## src/common/usart_tx_consts.svh

```systemverilog
// Constants for the serial frame transmitter and its receive check
// Behaviour
// [RL1] Frame: start bit, 5..9 data bits, none/even/odd parity, 1 or 2 stops.
// [RL2] Data bits go out least significant first, most significant last.
// [RL3] Parity bit sits after the last data bit, before the first stop.
// [RL4] After stop bits the next start follows at once or line idles high.
// [RL5] Receiver and transmitter share one size, parity and stop setting.
// [RL6] Software keeps format settings steady while frames are in flight.
// [RL7] Receiver checks only the first stop bit; frame error when it is zero.
// [RL8] Even parity is xor of data bits; odd parity is its inverse.
// [RL9] Size field 3 bits (7 means nine), parity field 2 bits, stop 1 bit.
// [RL10] With transmit enabled the block takes and drives the transmit pin.
// [RL11] Sync mode with transmit enabled clocks bits by the transfer pin.
// [RL12] A data register write loads the transmit buffer and starts sending.
// [RL13] Buffered word enters the shifter when idle or right after last stop.
// [RL14] Shifter sends a whole frame at baud rate or transfer clock rate.
// [RL15] Unused upper bits of short characters are discarded.
// [RL16] Software sets the ninth bit before writing the low eight bits.
// [RL17] Software waits for buffer empty before writing new data.
// [RL18] Software sets baud, format and enables before communication.
// [RL19] No transfer may run while reformatting; clear complete before writes.
// [RL20] Provide transmit complete and receive complete flags.
// [RL21] Buffer empty flag is set when buffer is empty, cleared by a write.
// [RL22] Transmit complete sets when frame done and buffer empty; ack clears.
// [RL23] Disabling transmit waits for pending frames, then releases the pin.
// [RL24] Start bit is driven low, stop bits high, matching idle high.
`ifndef USART_TX_CONSTS_SVH
`define USART_TX_CONSTS_SVH

`define TX_FIFO_DEPTH    32
`define TX_WORD_WIDTH    9
`define CHAR_SIZE_NINE   3'h7
`define CHAR_SIZE_EIGHT  3'h3
`define PARITY_EVEN      2'h2
`define PARITY_ODD       2'h3
`define PHASE_LAST_NORM  4'hF
`define PHASE_LAST_DBL   4'h7
`define BAUD_DIV_WIDTH   12

`endif

```

## src/common/usart_tx_pkg.sv

```systemverilog
// Types shared by the serial frame transmitter
package usart_tx_pkg;
   typedef enum logic [2:0] {
      TX_IDLE   = 3'b000,
      TX_START  = 3'b001,
      TX_DATA   = 3'b010,
      TX_PARITY = 3'b011,
      TX_STOP1  = 3'b100,
      TX_STOP2  = 3'b101
   } tx_state_t;
   typedef enum logic [2:0] {
      RX_IDLE   = 3'b000,
      RX_START  = 3'b001,
      RX_DATA   = 3'b010,
      RX_PARITY = 3'b011,
      RX_STOP   = 3'b100
   } rx_state_t;
endpackage

```

## src/hdl/usart_frame_transmitter.sv

```systemverilog
// Serial frame transmitter with transmit FIFO and first-stop receive check
`timescale 1ns/1ps
`default_nettype none
`include "usart_tx_consts.svh"

module tx_word_fifo #(
   parameter int WIDTH = `TX_WORD_WIDTH,
   parameter int DEPTH = `TX_FIFO_DEPTH
) (
   input  wire logic             clk,
   input  wire logic             rst_n,
   input  wire logic             inValid,
   input  wire logic [WIDTH-1:0] inData,
   output logic                  inReady,
   output logic                  outValid,
   output logic      [WIDTH-1:0] outData,
   input  wire logic             outReady
);
   localparam int AW = $clog2(DEPTH);
   logic [WIDTH-1:0] mem [DEPTH];
   logic [AW-1:0]    wrPtr;
   logic [AW-1:0]    rdPtr;
   logic [AW:0]      count;
   wire              push = inValid && inReady;
   wire              pop  = outValid && outReady;
   // Ready is registered from the next count, so a full FIFO shows at once
   wire [AW:0]       nextCount = count + (AW+1)'(push) - (AW+1)'(pop);

   assign outValid = (count != '0);
   assign outData  = mem[rdPtr];

   always_ff @(posedge clk) begin
      if (push) begin
         mem[wrPtr] <= inData;
      end
   end

   always_ff @(posedge clk or negedge rst_n) begin
      if (!rst_n) begin
         wrPtr <= '0;
         rdPtr <= '0;
         count <= '0;
         inReady <= 1'b0;
      end else begin
         if (push) begin
            wrPtr <= (wrPtr == AW'(DEPTH - 1)) ? '0 : wrPtr + 1'b1;
         end
         if (pop) begin
            rdPtr <= (rdPtr == AW'(DEPTH - 1)) ? '0 : rdPtr + 1'b1;
         end
         count   <= nextCount;
         inReady <= (nextCount != (AW+1)'(DEPTH));
      end
   end
endmodule // tx_word_fifo

module usart_frame_transmitter #(
   parameter int FIFO_DEPTH = `TX_FIFO_DEPTH
) (
   input  wire logic                        clk,
   input  wire logic                        rst_n,
   input  wire logic                        dataWrite,
   input  wire logic [7:0]                  dataIn,
   output logic                             dataReady,
   input  wire logic                        txNinthBit,
   input  wire logic [2:0]                  charSizeSel,
   input  wire logic [1:0]                  parityModeSel,
   input  wire logic                        stopBitsSel,
   input  wire logic                        txEnableBit,
   input  wire logic                        rxEnableBit,
   input  wire logic                        syncMode,
   input  wire logic                        doubleSpeedBit,
   input  wire logic [`BAUD_DIV_WIDTH-1:0]  baudDivisor,
   input  wire logic                        txCompleteClear,
   input  wire logic                        rxRead,
   input  wire logic                        transferClockPin,
   input  wire logic                        rxPin,
   output logic                             txPin,
   output logic                             txPinOe,
   output logic                             transferClockTaken,
   output logic                             txBufferEmptyFlag,
   output logic                             txCompleteFlag,
   output logic                             rxCompleteFlag,
   output logic                             frameErrorFlag,
   output logic [8:0]                       rxData
);
   import usart_tx_pkg::*;

   // Pin synchronisers: a new level counts once stages 2 and 3 agree
   logic [2:0] xckSync;
   logic [2:0] rxSync;
   logic       xckLevel;
   logic       xckPrev;
   logic       rxLevel;

   always_ff @(posedge clk or negedge rst_n) begin
      if (!rst_n) begin
         xckSync  <= 3'h0;
         rxSync   <= 3'h7;
         xckLevel <= 1'b0;
         xckPrev  <= 1'b0;
         rxLevel  <= 1'b1;
      end else begin
         xckSync <= {xckSync[1:0], transferClockPin};
         rxSync  <= {rxSync[1:0], rxPin};
         if (xckSync[1] == xckSync[2]) begin
            xckLevel <= xckSync[2];
         end
         if (rxSync[1] == rxSync[2]) begin
            rxLevel <= rxSync[2];
         end
         xckPrev <= xckLevel;
      end
   end

   // Shared format decode for both directions [RL5] [RL9]
   wire        nineBits  = (charSizeSel == `CHAR_SIZE_NINE);
   wire [3:0]  nBits     = nineBits ? 4'h9 :
                           (charSizeSel > `CHAR_SIZE_EIGHT) ? 4'h8 :
                           4'h5 + {2'h0, charSizeSel[1:0]};
   wire        parityOn  = parityModeSel[1];
   wire        parityOdd = (parityModeSel == `PARITY_ODD);
   wire [3:0]  phaseLast = doubleSpeedBit ? `PHASE_LAST_DBL
                                          : `PHASE_LAST_NORM;

   // Baud divider; the transmitter ticks once per phase wrap [RL14]
   logic [`BAUD_DIV_WIDTH-1:0] baudCount;
   logic [3:0]                 txPhase;
   wire  baudZero  = (baudCount == '0);
   wire  asyncTick = baudZero && (txPhase == phaseLast);
   wire  xckRise   = xckLevel && !xckPrev;
   wire  bitTick   = syncMode ? xckRise : asyncTick;   // [RL11] [RL14]

   always_ff @(posedge clk or negedge rst_n) begin
      if (!rst_n) begin
         baudCount <= '0;
         txPhase   <= 4'h0;
      end else begin
         baudCount <= baudZero ? baudDivisor : baudCount - 1'b1;
         if (baudZero) begin
            txPhase <= (txPhase >= phaseLast) ? 4'h0 : txPhase + 4'h1;
         end
      end
   end

   // Transmit buffer; the ninth bit is caught with the write [RL12]
   logic       fifoValid;
   logic [8:0] fifoData;
   logic       fifoPop;
   logic       fifoReady;

   tx_word_fifo #(
      .WIDTH (`TX_WORD_WIDTH),
      .DEPTH (FIFO_DEPTH)
   ) u_fifo (
      .clk      (clk),
      .rst_n    (rst_n),
      .inValid  (dataWrite),
      .inData   ({txNinthBit, dataIn}),
      .inReady  (fifoReady),
      .outValid (fifoValid),
      .outData  (fifoData),
      .outReady (fifoPop)
   );
   // Taken straight from the FIFO's ready flop; a second flop would lag
   assign dataReady = fifoReady;

   // Transmit shifter
   tx_state_t  txState;
   tx_state_t  next_txState;
   logic [8:0] txShift;
   logic [3:0] bitIndex;
   logic       txParity;
   logic       txActive;

   // Upper bits beyond the character size are dropped here [RL15]
   wire [8:0]  sizeMask   = 9'h1FF >> (4'h9 - nBits);
   wire [8:0]  loadWord   = fifoData & sizeMask;
   wire        loadParity = (^loadWord) ^ parityOdd;           // [RL8]
   wire        lastData   = (bitIndex == nBits - 4'h1);
   wire        stopEnd    = bitTick && ((txState == TX_STOP2) ||
                            (txState == TX_STOP1 && !stopBitsSel));
   wire        loadSlot   = bitTick && (txState == TX_IDLE || stopEnd);
   assign fifoPop = loadSlot && fifoValid && txActive;         // [RL13]
   wire        frameDone  = stopEnd && !fifoValid;

   always_comb begin
      next_txState = txState;
      if (bitTick) begin
         unique case (txState)
            TX_IDLE:   next_txState = fifoPop ? TX_START : TX_IDLE;
            TX_START:  next_txState = TX_DATA;
            TX_DATA:   next_txState = !lastData ? TX_DATA :
                                      parityOn ? TX_PARITY : TX_STOP1; // [RL3]
            TX_PARITY: next_txState = TX_STOP1;
            TX_STOP1:  next_txState = stopBitsSel ? TX_STOP2 :
                                      fifoPop ? TX_START : TX_IDLE;  // [RL4]
            TX_STOP2:  next_txState = fifoPop ? TX_START : TX_IDLE;  // [RL4]
            default:   next_txState = TX_IDLE;
         endcase
      end
   end

   // Start low, data LSB first, parity, stops and idle high [RL24] [RL2]
   wire next_txPin = (txState == TX_START)  ? 1'b0 :
                     (txState == TX_DATA)   ? txShift[0] :
                     (txState == TX_PARITY) ? txParity : 1'b1;

   // Enable release waits for buffer and shifter to drain [RL23]
   wire drained     = (txState == TX_IDLE) && !fifoValid;
   wire next_active = txEnableBit || (txActive && !drained);

   always_ff @(posedge clk or negedge rst_n) begin
      if (!rst_n) begin
         txState  <= TX_IDLE;
         txShift  <= 9'h000;
         bitIndex <= 4'h0;
         txParity <= 1'b0;
         txActive <= 1'b0;
      end else begin
         txState  <= next_txState;
         txActive <= next_active;
         if (fifoPop) begin
            txShift  <= loadWord;
            txParity <= loadParity;
            bitIndex <= 4'h0;
         end else if (bitTick && txState == TX_DATA) begin
            txShift  <= {1'b0, txShift[8:1]};                  // [RL2]
            bitIndex <= bitIndex + 4'h1;
         end
      end
   end

   // Registered pin, pin takeover and flags
   always_ff @(posedge clk or negedge rst_n) begin
      if (!rst_n) begin
         txPin              <= 1'b1;
         txPinOe            <= 1'b0;
         transferClockTaken <= 1'b0;
         txBufferEmptyFlag  <= 1'b1;
         txCompleteFlag     <= 1'b0;
      end else begin
         txPin              <= next_txPin;                     // [RL24]
         txPinOe            <= next_active;                    // [RL10]
         transferClockTaken <= next_active && syncMode;        // [RL11]
         // Empty means nothing left waiting for the shifter [RL21]
         txBufferEmptyFlag  <= !fifoValid && !dataWrite;
         // A completing frame wins over a same-cycle clear [RL22]
         if (frameDone) begin
            txCompleteFlag <= 1'b1;                            // [RL20]
         end else if (txCompleteClear) begin
            txCompleteFlag <= 1'b0;
         end
      end
   end

   // Receive check: samples mid-bit, looks at the first stop bit only
   rx_state_t  rxState;
   logic [3:0] rxPhase;
   logic [3:0] rxIndex;
   logic [8:0] rxShift;
   wire        rxMid    = baudZero && (rxPhase == (phaseLast >> 1));
   wire        rxLast   = (rxIndex == nBits - 4'h1);
   wire        rxStopHit = rxMid && (rxState == RX_STOP);
   wire [8:0]  rxAligned = rxShift >> (4'h9 - nBits);

   always_ff @(posedge clk or negedge rst_n) begin
      if (!rst_n) begin
         rxState        <= RX_IDLE;
         rxPhase        <= 4'h0;
         rxIndex        <= 4'h0;
         rxShift        <= 9'h000;
         rxData         <= 9'h000;
         rxCompleteFlag <= 1'b0;
         frameErrorFlag <= 1'b0;
      end else begin
         if (baudZero) begin
            rxPhase <= (rxPhase >= phaseLast) ? 4'h0 : rxPhase + 4'h1;
         end
         if (!rxEnableBit) begin
            rxState <= RX_IDLE;
         end else if (rxState == RX_IDLE) begin
            if (!rxLevel) begin
               rxState <= RX_START;
               rxPhase <= 4'h0;
            end
         end else if (rxMid) begin
            unique case (rxState)
               RX_START: begin
                  rxState <= rxLevel ? RX_IDLE : RX_DATA;
                  rxIndex <= 4'h0;
               end
               RX_DATA: begin
                  rxShift <= {rxLevel, rxShift[8:1]};
                  rxIndex <= rxIndex + 4'h1;
                  if (rxLast) begin
                     rxState <= parityOn ? RX_PARITY : RX_STOP;
                  end
               end
               RX_PARITY: rxState <= RX_STOP;
               RX_STOP:   rxState <= RX_IDLE;  // Second stop is ignored
               default:   rxState <= RX_IDLE;
            endcase
         end
         if (rxStopHit) begin
            rxData         <= rxAligned;
            frameErrorFlag <= !rxLevel;                        // [RL7]
         end
         // New data wins over a same-cycle read; disable flushes [RL20]
         if (!rxEnableBit) begin
            rxCompleteFlag <= 1'b0;
         end else if (rxStopHit) begin
            rxCompleteFlag <= 1'b1;
         end else if (rxRead) begin
            rxCompleteFlag <= 1'b0;
         end
      end
   end

   // Checks
   chk_start_low: assert property (@(posedge clk) disable iff (!rst_n)
      txState == TX_START |=> !txPin)                          // [RL24]
      else $error("start bit not low");
   chk_stop_high: assert property (@(posedge clk) disable iff (!rst_n)
      (txState == TX_STOP1 || txState == TX_STOP2 || txState == TX_IDLE)
      |=> txPin)                                               // [RL4]
      else $error("stop or idle not high");
   chk_parity_bit: assert property (@(posedge clk) disable iff (!rst_n)
      txState == TX_PARITY |=> txPin == $past(txParity))       // [RL8]
      else $error("parity bit wrong");
   chk_parity_place: assert property (@(posedge clk) disable iff (!rst_n)
      $changed(txState) && txState == TX_PARITY
      |-> $past(txState) == TX_DATA && parityOn)               // [RL3]
      else $error("parity out of place");
   chk_data_count: assert property (@(posedge clk) disable iff (!rst_n)
      $fell(txState == TX_DATA) |-> $past(bitIndex) == nBits - 4'h1) // [RL1]
      else $error("wrong data bit count");
   chk_load_slot: assert property (@(posedge clk) disable iff (!rst_n)
      fifoPop |-> txState inside {TX_IDLE, TX_STOP1, TX_STOP2}) // [RL13]
      else $error("shifter loaded mid frame");
   chk_empty_clear: assert property (@(posedge clk) disable iff (!rst_n)
      dataWrite && dataReady |=> !txBufferEmptyFlag)           // [RL21]
      else $error("empty flag not cleared by write");
   chk_tc_set: assert property (@(posedge clk) disable iff (!rst_n)
      frameDone |=> txCompleteFlag)                            // [RL22]
      else $error("transmit complete not set");
   chk_pin_hold: assert property (@(posedge clk) disable iff (!rst_n)
      txState != TX_IDLE |=> txPinOe)                          // [RL23]
      else $error("pin released during frame");
   chk_enable_take: assert property (@(posedge clk) disable iff (!rst_n)
      txEnableBit |=> txPinOe)                                 // [RL10]
      else $error("pin not taken while enabled");
   chk_first_stop: assert property (@(posedge clk) disable iff (!rst_n)
      rxStopHit |=> frameErrorFlag == !$past(rxLevel))         // [RL7]
      else $error("frame error not from first stop");

   cov_nine_bit: cover property (@(posedge clk) disable iff (!rst_n)
      fifoPop && nineBits && parityOn);
   cov_two_stops: cover property (@(posedge clk) disable iff (!rst_n)
      stopEnd && txState == TX_STOP2);
   cov_back_to_back: cover property (@(posedge clk) disable iff (!rst_n)
      stopEnd && fifoPop);
   cov_frame_error: cover property (@(posedge clk) disable iff (!rst_n)
      rxStopHit && !rxLevel);
endmodule // usart_frame_transmitter
`default_nettype wire

```

## config.mk

```make
export PLATFORM = sky130hd
export DESIGN_NAME = usart_frame_transmitter
export DESIGN_NICKNAME = d
export VERILOG_FILES = /design/src/common/usart_tx_pkg.sv /design/src/hdl/usart_frame_transmitter.sv
export VERILOG_INCLUDE_DIRS = /design/src /design/src/common
export SDC_FILE = /design/constraint.sdc
export NUM_CORES = 1
export LEC_CHECK = 0
export ABC_AREA = 1
export ABC_CLOCK_PERIOD_IN_PS = 2900
export BUFFER_PORTS_ARGS = -buffer_cell sky130_fd_sc_hd__buf_4
export CELL_PAD_IN_SITES_DETAIL_PLACEMENT = 1
export CELL_PAD_IN_SITES_GLOBAL_PLACEMENT = 1
export CORE_MARGIN = 4
export CORE_UTILIZATION = 45
export CTS_CLUSTER_DIAMETER = 30
export DETAILED_ROUTE_END_ITERATION = 10
export HOLD_SLACK_MARGIN = 0.08
export PLACE_DENSITY_LB_ADDON = 0.25
export REMOVE_ABC_BUFFERS = 1
export SYNTH_ARGS = -nofsm -noshare
export SYNTH_HDL_FRONTEND = slang
export SYNTH_SLANG_ARGS = --single-unit
```

## constraint.sdc

```tcl
create_clock -name clk -period 2.9 [get_ports clk]
set_input_delay 0.145 -clock clk [delete_from_list [all_inputs] [get_ports clk]]
set_output_delay 0.145 -clock clk [all_outputs]
set_load 0.1 [all_outputs]
```

-- Yosys cells after proc, flatten, opt, wreduce, memory -nomap -nowiden
Memories as Yosys holds them, arrays and structs flattened.
Index checks and enable logic that the tools add are counted.
- flip-flop bits (word level): 95
- memory bits (writable): 288
- input bits: 38
- output and inout port bits: 17
- word-level logic and storage cells: 150
- memories: 1
- $add $sub $neg: 12
- order comparisons: 3
- eq/ne operators: 24
- shift-type cells: 2
- multiplexer cells: 40
- bitwise gates (word level): 3
- reductions and logical operators: 38
- memory list (name ; words ; width ; read ports ; clocked after memory_dff ; wr ports ; line ; source):
    u_fifo.mem ; 32 ; 9 ; 1 ; 0 ; 1 ; usart_frame_transmitter.sv:20 ; logic [WIDTH-1:0] mem [DEPTH];
- operators by type and width (operator ; count):
    $mux 4 ; 11
    $mux 3 ; 8
    $mux 9 ; 2
    $logic_and 1x1->1 ; 17
    $add 4x1->4 const B ; 4
    $pmux 3 s5 ; 1
    $eq 3x2->1 const B ; 4
    $eq 3x3->1 const B ; 4
    $eq 4x4->1 ; 3
    $logic_not 12->1 ; 1
    $mux 1 ; 12
    $mux 12 ; 1
    $sub 12x1->12 const B ; 1
    $add 5x1->5 const B ; 2
    $eq 5x5->1 const B ; 2
    $mux 5 ; 2
    $and 9x9->9 ; 1
    $pmux 3 s3 ; 1
    $reduce_xor 9->1 ; 1
    $shr 9x4->9 ; 1
    $shr 9x4->9 const A ; 1
    $ge 4x4->1 ; 2
    $pmux 4 s2 ; 1
    $reduce_and 4->1 ; 2
    other kinds (24) ; 37

-- Longest topological paths before layout
- depth after elaboration: 12
- gate-level depth with buffers: 22
- mapped depth without buffers: 21

-- By module
From an unflattened synthesis, not the netlist that was laid out.
- cells, all modules: 1943
- area total of the unflattened synthesis: 18271.3 sq um
- by module, submodules not included (module ; instances ; cells each ; area each (sq um) ; sequential area each (sq um)):
    tx_word_fifo ; 1 ; 1384 ; 13761.9 ; 9073.7
    usart_frame_transmitter ; 1 ; 559 ; 4509.3 ; 1959.4

-- Least setup slack after synthesis
Ideal clock, no wire load.
- kind: register to register
- from: register baudCount[0]
- to: register u_fifo.inReady
- setup time: 0.130 ns
- data arrival time: 3.032 ns
- required time: 2.770 ns
- path slack: -0.262 ns
- stages on the path, launching flop included: 23
- buffers on the path: 1
- period minus slack after synthesis: 3.162 ns
- path through: dfrtp_1 > inv_1 > ha_1 > nand4_4 > nor3_4 > nand2_2 > nor2_2 > nand2_1 > nand2_2 > inv_2 > nor2_4 > buf_2 > ha_1 > inv_1 > ha_1 > nand2_1 > nor2_1 > a211oi_1 > nor2_1 > o21ai_0 > nand2_1 > xnor2_1 > nand3b_1
- word-level cells in the longest chain between the ends: 11
- ends and longest elaborated chain (what ; line ; source):
    start: declaration ; usart_frame_transmitter.sv:127 ; logic [`BAUD_DIV_WIDTH-1:0] baudCount;
    start signal: assignment ; usart_frame_transmitter.sv:139 ; baudCount <= baudZero ? baudDivisor : baudCount - 1'b1;
    $logic_not 12->1 (*) ; usart_frame_transmitter.sv:129 ; wire baudZero = (baudCount == '0);
    $logic_and 1x1->1 (*) ; usart_frame_transmitter.sv:130 ; wire asyncTick = baudZero && (txPhase == phaseLast);
    $mux 1 (*) ; usart_frame_transmitter.sv:132 ; wire bitTick = syncMode ? xckRise : asyncTick;
    $logic_and 1x1->1 ; usart_frame_transmitter.sv:181 ; wire stopEnd = bitTick && ((txState == TX_STOP2) ||
    $logic_or 1x1->1 ; usart_frame_transmitter.sv:183 ; wire loadSlot = bitTick && (txState == TX_IDLE || stopEnd);
    $logic_and 1x1->1 (*) ; usart_frame_transmitter.sv:183 ;
    $logic_and 1x1->1 (*) (2 in series) ; usart_frame_transmitter.sv:184 ; assign fifoPop = loadSlot && fifoValid && txActive;
    $logic_and 1x1->1 (*) ; usart_frame_transmitter.sv:25 ; wire pop = outValid && outReady;
    named net u_fifo.pop ; usart_frame_transmitter.sv:25 ;
    $sub 6x1->6 (*) ; usart_frame_transmitter.sv:27 ; wire [AW:0] nextCount = count + (AW+1)'(push) - (AW+1)'(pop);
    named net u_fifo.nextCount[5] ; usart_frame_transmitter.sv:27 ;
    $ne 6x6->1 (*) ; usart_frame_transmitter.sv:52 ; inReady <= (nextCount != (AW+1)'(DEPTH));
    end signal: assignment ; usart_frame_transmitter.sv:52 ;
    end: declaration ; usart_frame_transmitter.sv:14 ; output logic inReady,
The timed path passes the listed nets; every way through them passes the cells marked *.
A chain may end at the register's enable or synchronous reset.

-- Worst setup path after layout
- from: register baudCount[0]
- to: register u_fifo.inReady
- word-level cells in the longest chain between the ends: 11
- ends and longest elaborated chain (what ; line):
    $logic_not 12->1 (*) ; usart_frame_transmitter.sv:129
    $logic_and 1x1->1 (*) ; usart_frame_transmitter.sv:130
    $mux 1 (*) ; usart_frame_transmitter.sv:132
    $logic_and 1x1->1 ; usart_frame_transmitter.sv:181
    $logic_or 1x1->1 ; usart_frame_transmitter.sv:183
    $logic_and 1x1->1 (*) ; usart_frame_transmitter.sv:183
    $logic_and 1x1->1 (*) (2 in series) ; usart_frame_transmitter.sv:184
    $logic_and 1x1->1 (*) ; usart_frame_transmitter.sv:25
    $sub 6x1->6 (*) ; usart_frame_transmitter.sv:27
    named net u_fifo.nextCount[5] ; usart_frame_transmitter.sv:27
    $ne 6x6->1 (*) ; usart_frame_transmitter.sv:52
Marked as above.

==> flow_summary.ini <==
[run_status]
outcome = complete, but fails checks
violations = setup timing

[placed_design]
place_congestion = 0.814
post-place-cells = 2230
dp_hpwl_mm = 29.3
dp_slack_ps = -176
portBuffers = 54

[setup_path]
cp_max_fo = 2
worstReg2RegStart = baudCount[0]$_DFF_PN0_
arrival_ps = 3590
crit_type = reg -> reg
rr_worst_depth = 22
required_ps = 3380
regToRegEndpoint = u_fifo.inReady$_DFF_PN0_
end_kind = flip-flop
rrSetupSlack_ps = -210
critPathLaunchType = flip-flop

[layout]
n_fill_cell = 4030
nets = 1939
drive_gt1_share_pct = 18.0
area_growth_pct = 29.8
fin_cells = 2462

[clocking]
cts-buffers-inserted = 92
cts.sinks = 383
clockRootBuffer = clkbuf_16
path_clk_slew_ps = 50
clk_latency_ps = 610
tritoncts = yes
h-tree-depth = 3
ctsLongestPathBuffers = 3

[global_routing]
grt_antenna_before_repair = 1
first_global_vias = 14700
grt_usage_pct = 25.7
gr-total-overflow = 0
grt_start_max_net_pins = 69
grt_pass1_wl_mm = 83.1

[power_and_ir_drop]
swShare_pct = 35.0
seq_power_share_pct = 28.4
combPwrFrac_pct = 29.7
peakVddDrop_mv = 0.800
p_per_area_nw_per_um2 = 1080
total_leakage_power_nw = 9.01
p_switching_mw = 8.38
internal_power_mw = 15.6
p_clk_share_pct = 41.9

[floorplan]
die_area_um2 = 41300
die_w_um = 203
core_um2 = 37700
die_h_um = 203
initial_core_util_pct = 45.5
ioPinCount = 55
rows = 71

[detailed_routing]
ant_nets = 0
drc_errors = 0
drt_iter0_drc = 1019
wire_per_inst_um = 21.6
drtPass1Iterations = 5
wl_mm = 53.2
drt-met1-wl_mm = 21.8
wl_met3_mm = 2.61
vias = 13500
avgViaCountPerCell = 5.47
top_layer_used = met4
wl_met2_mm = 26.8

[flow_run]
drv.max_cap_violation_count = 0

[synthesis]
synth_edf_count = 288
synthDistinctLibCells = 52
synth_area_per_cell_um2 = 10.3
syn-cell-area_um2 = 17100
ys.flop_type = edfxtp_1
syn-instance-count = 1665
synth.largest_area_cell = edfxtp_1
synth_area_leaders = edfxtp_1 50%, dfrtp_1 13%, nand2_1 7.3%, nand3_1 6.1%, nor2_1 4.9%
yosysWarnings = 0
yosys_register_bits = 383
yosysSeqAreaShare_pct = 64.4
synth.top_cell.area_share_pct = 50.4
async_reset_ff_share_pct = 24.8

[sta]
period_minus_slack_ps = 3110
clock.fmax_mhz = 322
finalMaxSlewViolations = 0
finalCritPeriodShare_pct = 107
hold_viol = 0
relSlewSlack_pct = 49.4
worst_slew_pin_slew_ps = 759
setup_tns_ps = -304
setup_viol = 2
hold_ws_ps = 166
setup_slack_ps = -207
rsz0062_at_grt = true
fin_worst_skew_ps = 21.3

[min_path]
timing.hold.worst.class = in -> async
==> final cells by class <==
cell class                 instances  area, µm²  share of cell area (%)
inverter                         137        522                    2.35
sequential                       383      11000                    49.6
clock buffer                     116       2510                    11.3
antenna                            2       5.00                  0.0225
tap                              511        639                    2.87
clock inverter                    56        548                    2.46
multi-input combinational       1070       5410                    24.3
timing repair buffer             187       1580                    7.11
==> cell usage in the layout, fill, tap and decap left out, types with 5 or more instances in the layout <==
master	instances
xor2_1	15
clkinvlp_4	9
buf_12	6
dlygate4sd3_1	35
clkinv_1	20
bufinv_16	9
clkbuf_1	16
dfstp_2	6
o21ai_1	9
nand2_2	9
buf_4	142
ha_1	24
o211ai_1	25
edfxtp_1	288
o21ai_0	134
inv_1	123
nor2_1	220
nor3_1	9
clkbuf_16	95
a21oi_1	20
clkinv_2	17
nor2_4	6
nand3_1	209
nand2_1	328
clkbuf_8	5
xnor2_1	6
inv_2	9
dfrtp_1	87
==> state kept, by name (all words and copies together) (netlist names), 3 cells and up <==
| signal | flops |
|---|---|
| rxData | 9 |
| u_fifo.count | 6 |
| txPhase | 4 |
| rxShift | 9 |
| rxIndex | 4 |
| txState | 3 |
| txShift | 9 |
| u_fifo.mem | 288 |
| bitIndex | 4 |
| rxPhase | 4 |
| rxState | 3 |
| rxSync | 3 |
| xckSync | 3 |
| u_fifo.wrPtr | 5 |
| u_fifo.rdPtr | 5 |
| baudCount | 12 |
==> through the flow <==
step / power [mW] / utilization (%) / area, µm²
2_1_floorplan: 10.7 / - / 16800
6_report: 24.0 / 59.1 / 22200
3_3_place_gp: 12.9 / 49.1 / 18500
3_5_place_dp: 13.1 / 49.1 / 18500
4_1_cts: 23.6 / 58.8 / 22100
5_1_grt: 25.1 / 59.1 / 22200
==> worst max-delay path, stage by stage (launching register included) <==
cell and delay (ps):
dfrtp_1 380, inv_2 80, ha_4 150, nand4_4 90, nor3_4 150, nand2_2 100
nor2_4 130, nand2_2 80, nand2_2 90, inv_2 70, nor2_4 130, ha_4 160
inv_2 40, ha_4 210, nand2_2 90, nor2_4 60, a211oi_4 220, buf_4 180
nor2_4 40, o21ai_2 170, nand2_2 100, xnor2_2 160, nand3b_1 100
==> worst max-delay path by stage <==
stage	from	to	slack, ps	cells past startpoint
floorplan	u_fifo.rdPtr[0]$_DFFE_PN0P_	txParity$_DFFE_PN0N_	-2650	15
global placement	baudCount[0]$_DFF_PN0_	u_fifo.inReady$_DFF_PN0_	-10	18
detailed placement	baudCount[0]$_DFF_PN0_	u_fifo.inReady$_DFF_PN0_	-180	21
CTS	baudCount[1]$_DFF_PN0_	u_fifo.inReady$_DFF_PN0_	-140	18
global route	baudCount[0]$_DFF_PN0_	u_fifo.inReady$_DFF_PN0_	-390	23
finish	baudCount[0]$_DFF_PN0_	u_fifo.inReady$_DFF_PN0_	-210	22
==> power groups by stage <==
stage / registers [mW] / logic (mW) / clock network (mW)
after global placement: 6.83 / 6.02 / 0
after floorplan: 7.18 / 3.56 / 0
after global routing: 6.85 / 7.80 / 10.5
final: 6.81 / 7.11 / 10.0
after CTS: 6.79 / 6.71 / 10.1
after detailed placement: 6.87 / 6.26 / 0
==> what timing repair did <==
item,CTS,global route
hold endpoints to repair,366,0
setup endpoints to repair,4,10
buffers inserted,18,8
pin swaps,17,17
gates resized for setup,29,19
hold buffers,35,0
==> cell usage after synthesis (2+ instances only) <==
master / count
nor2_4: 3
inv_2: 5
maj3_1: 2
xnor2_1: 8
dfstp_2: 6
o31ai_1: 2
xor2_1: 16
a31oi_1: 2
nor3b_1: 2
o21ai_1: 8
a21oi_1: 20
o311ai_0: 2
buf_1: 5
nand3b_1: 2
o21a_1: 2
nor4_1: 3
nand2_1: 333
buf_4: 7
ha_1: 29
dfrtp_1: 89
nand4_1: 4
inv_1: 130
clkbuf_1: 31
nand3_1: 210
buf_2: 31
nand4_4: 2
o21ai_0: 138
nor2_1: 222
edfxtp_1: 288
nor3_1: 9
nand2_2: 4
nor3_4: 2
o211ai_1: 25
nor2_2: 3
o221ai_1: 2
o22ai_1: 2
==> cell families (layout without fill, tap and decap cells) <==
| family | Yosys count | count (layout) | synth area share [%] |
|---|---|---|---|
| other | 0 | 2 | 0 |
| DFF | 383 | 383 | 64.4 |
| adders and majority gates | 32 | 32 | 2.35 |
| and+or+nand+nor | 803 | 803 | 20.1 |
| xor gates and xnor gates | 24 | 24 | 1.23 |
| AOI/OAI and AO/OA | 211 | 211 | 6.87 |
| buffers and inverters | 212 | 496 | 5.07 |
==> layer usage <==
layer / up-vias / global-route usage, %
met5: - / 0
met4: 0 / 10.7
met3: 128 / 4.96
met2: 412 / 43.3
met1: 6801 / 32.9
li1: 6125 / -
No activity file was read; power rests on OpenSTA's default activity.
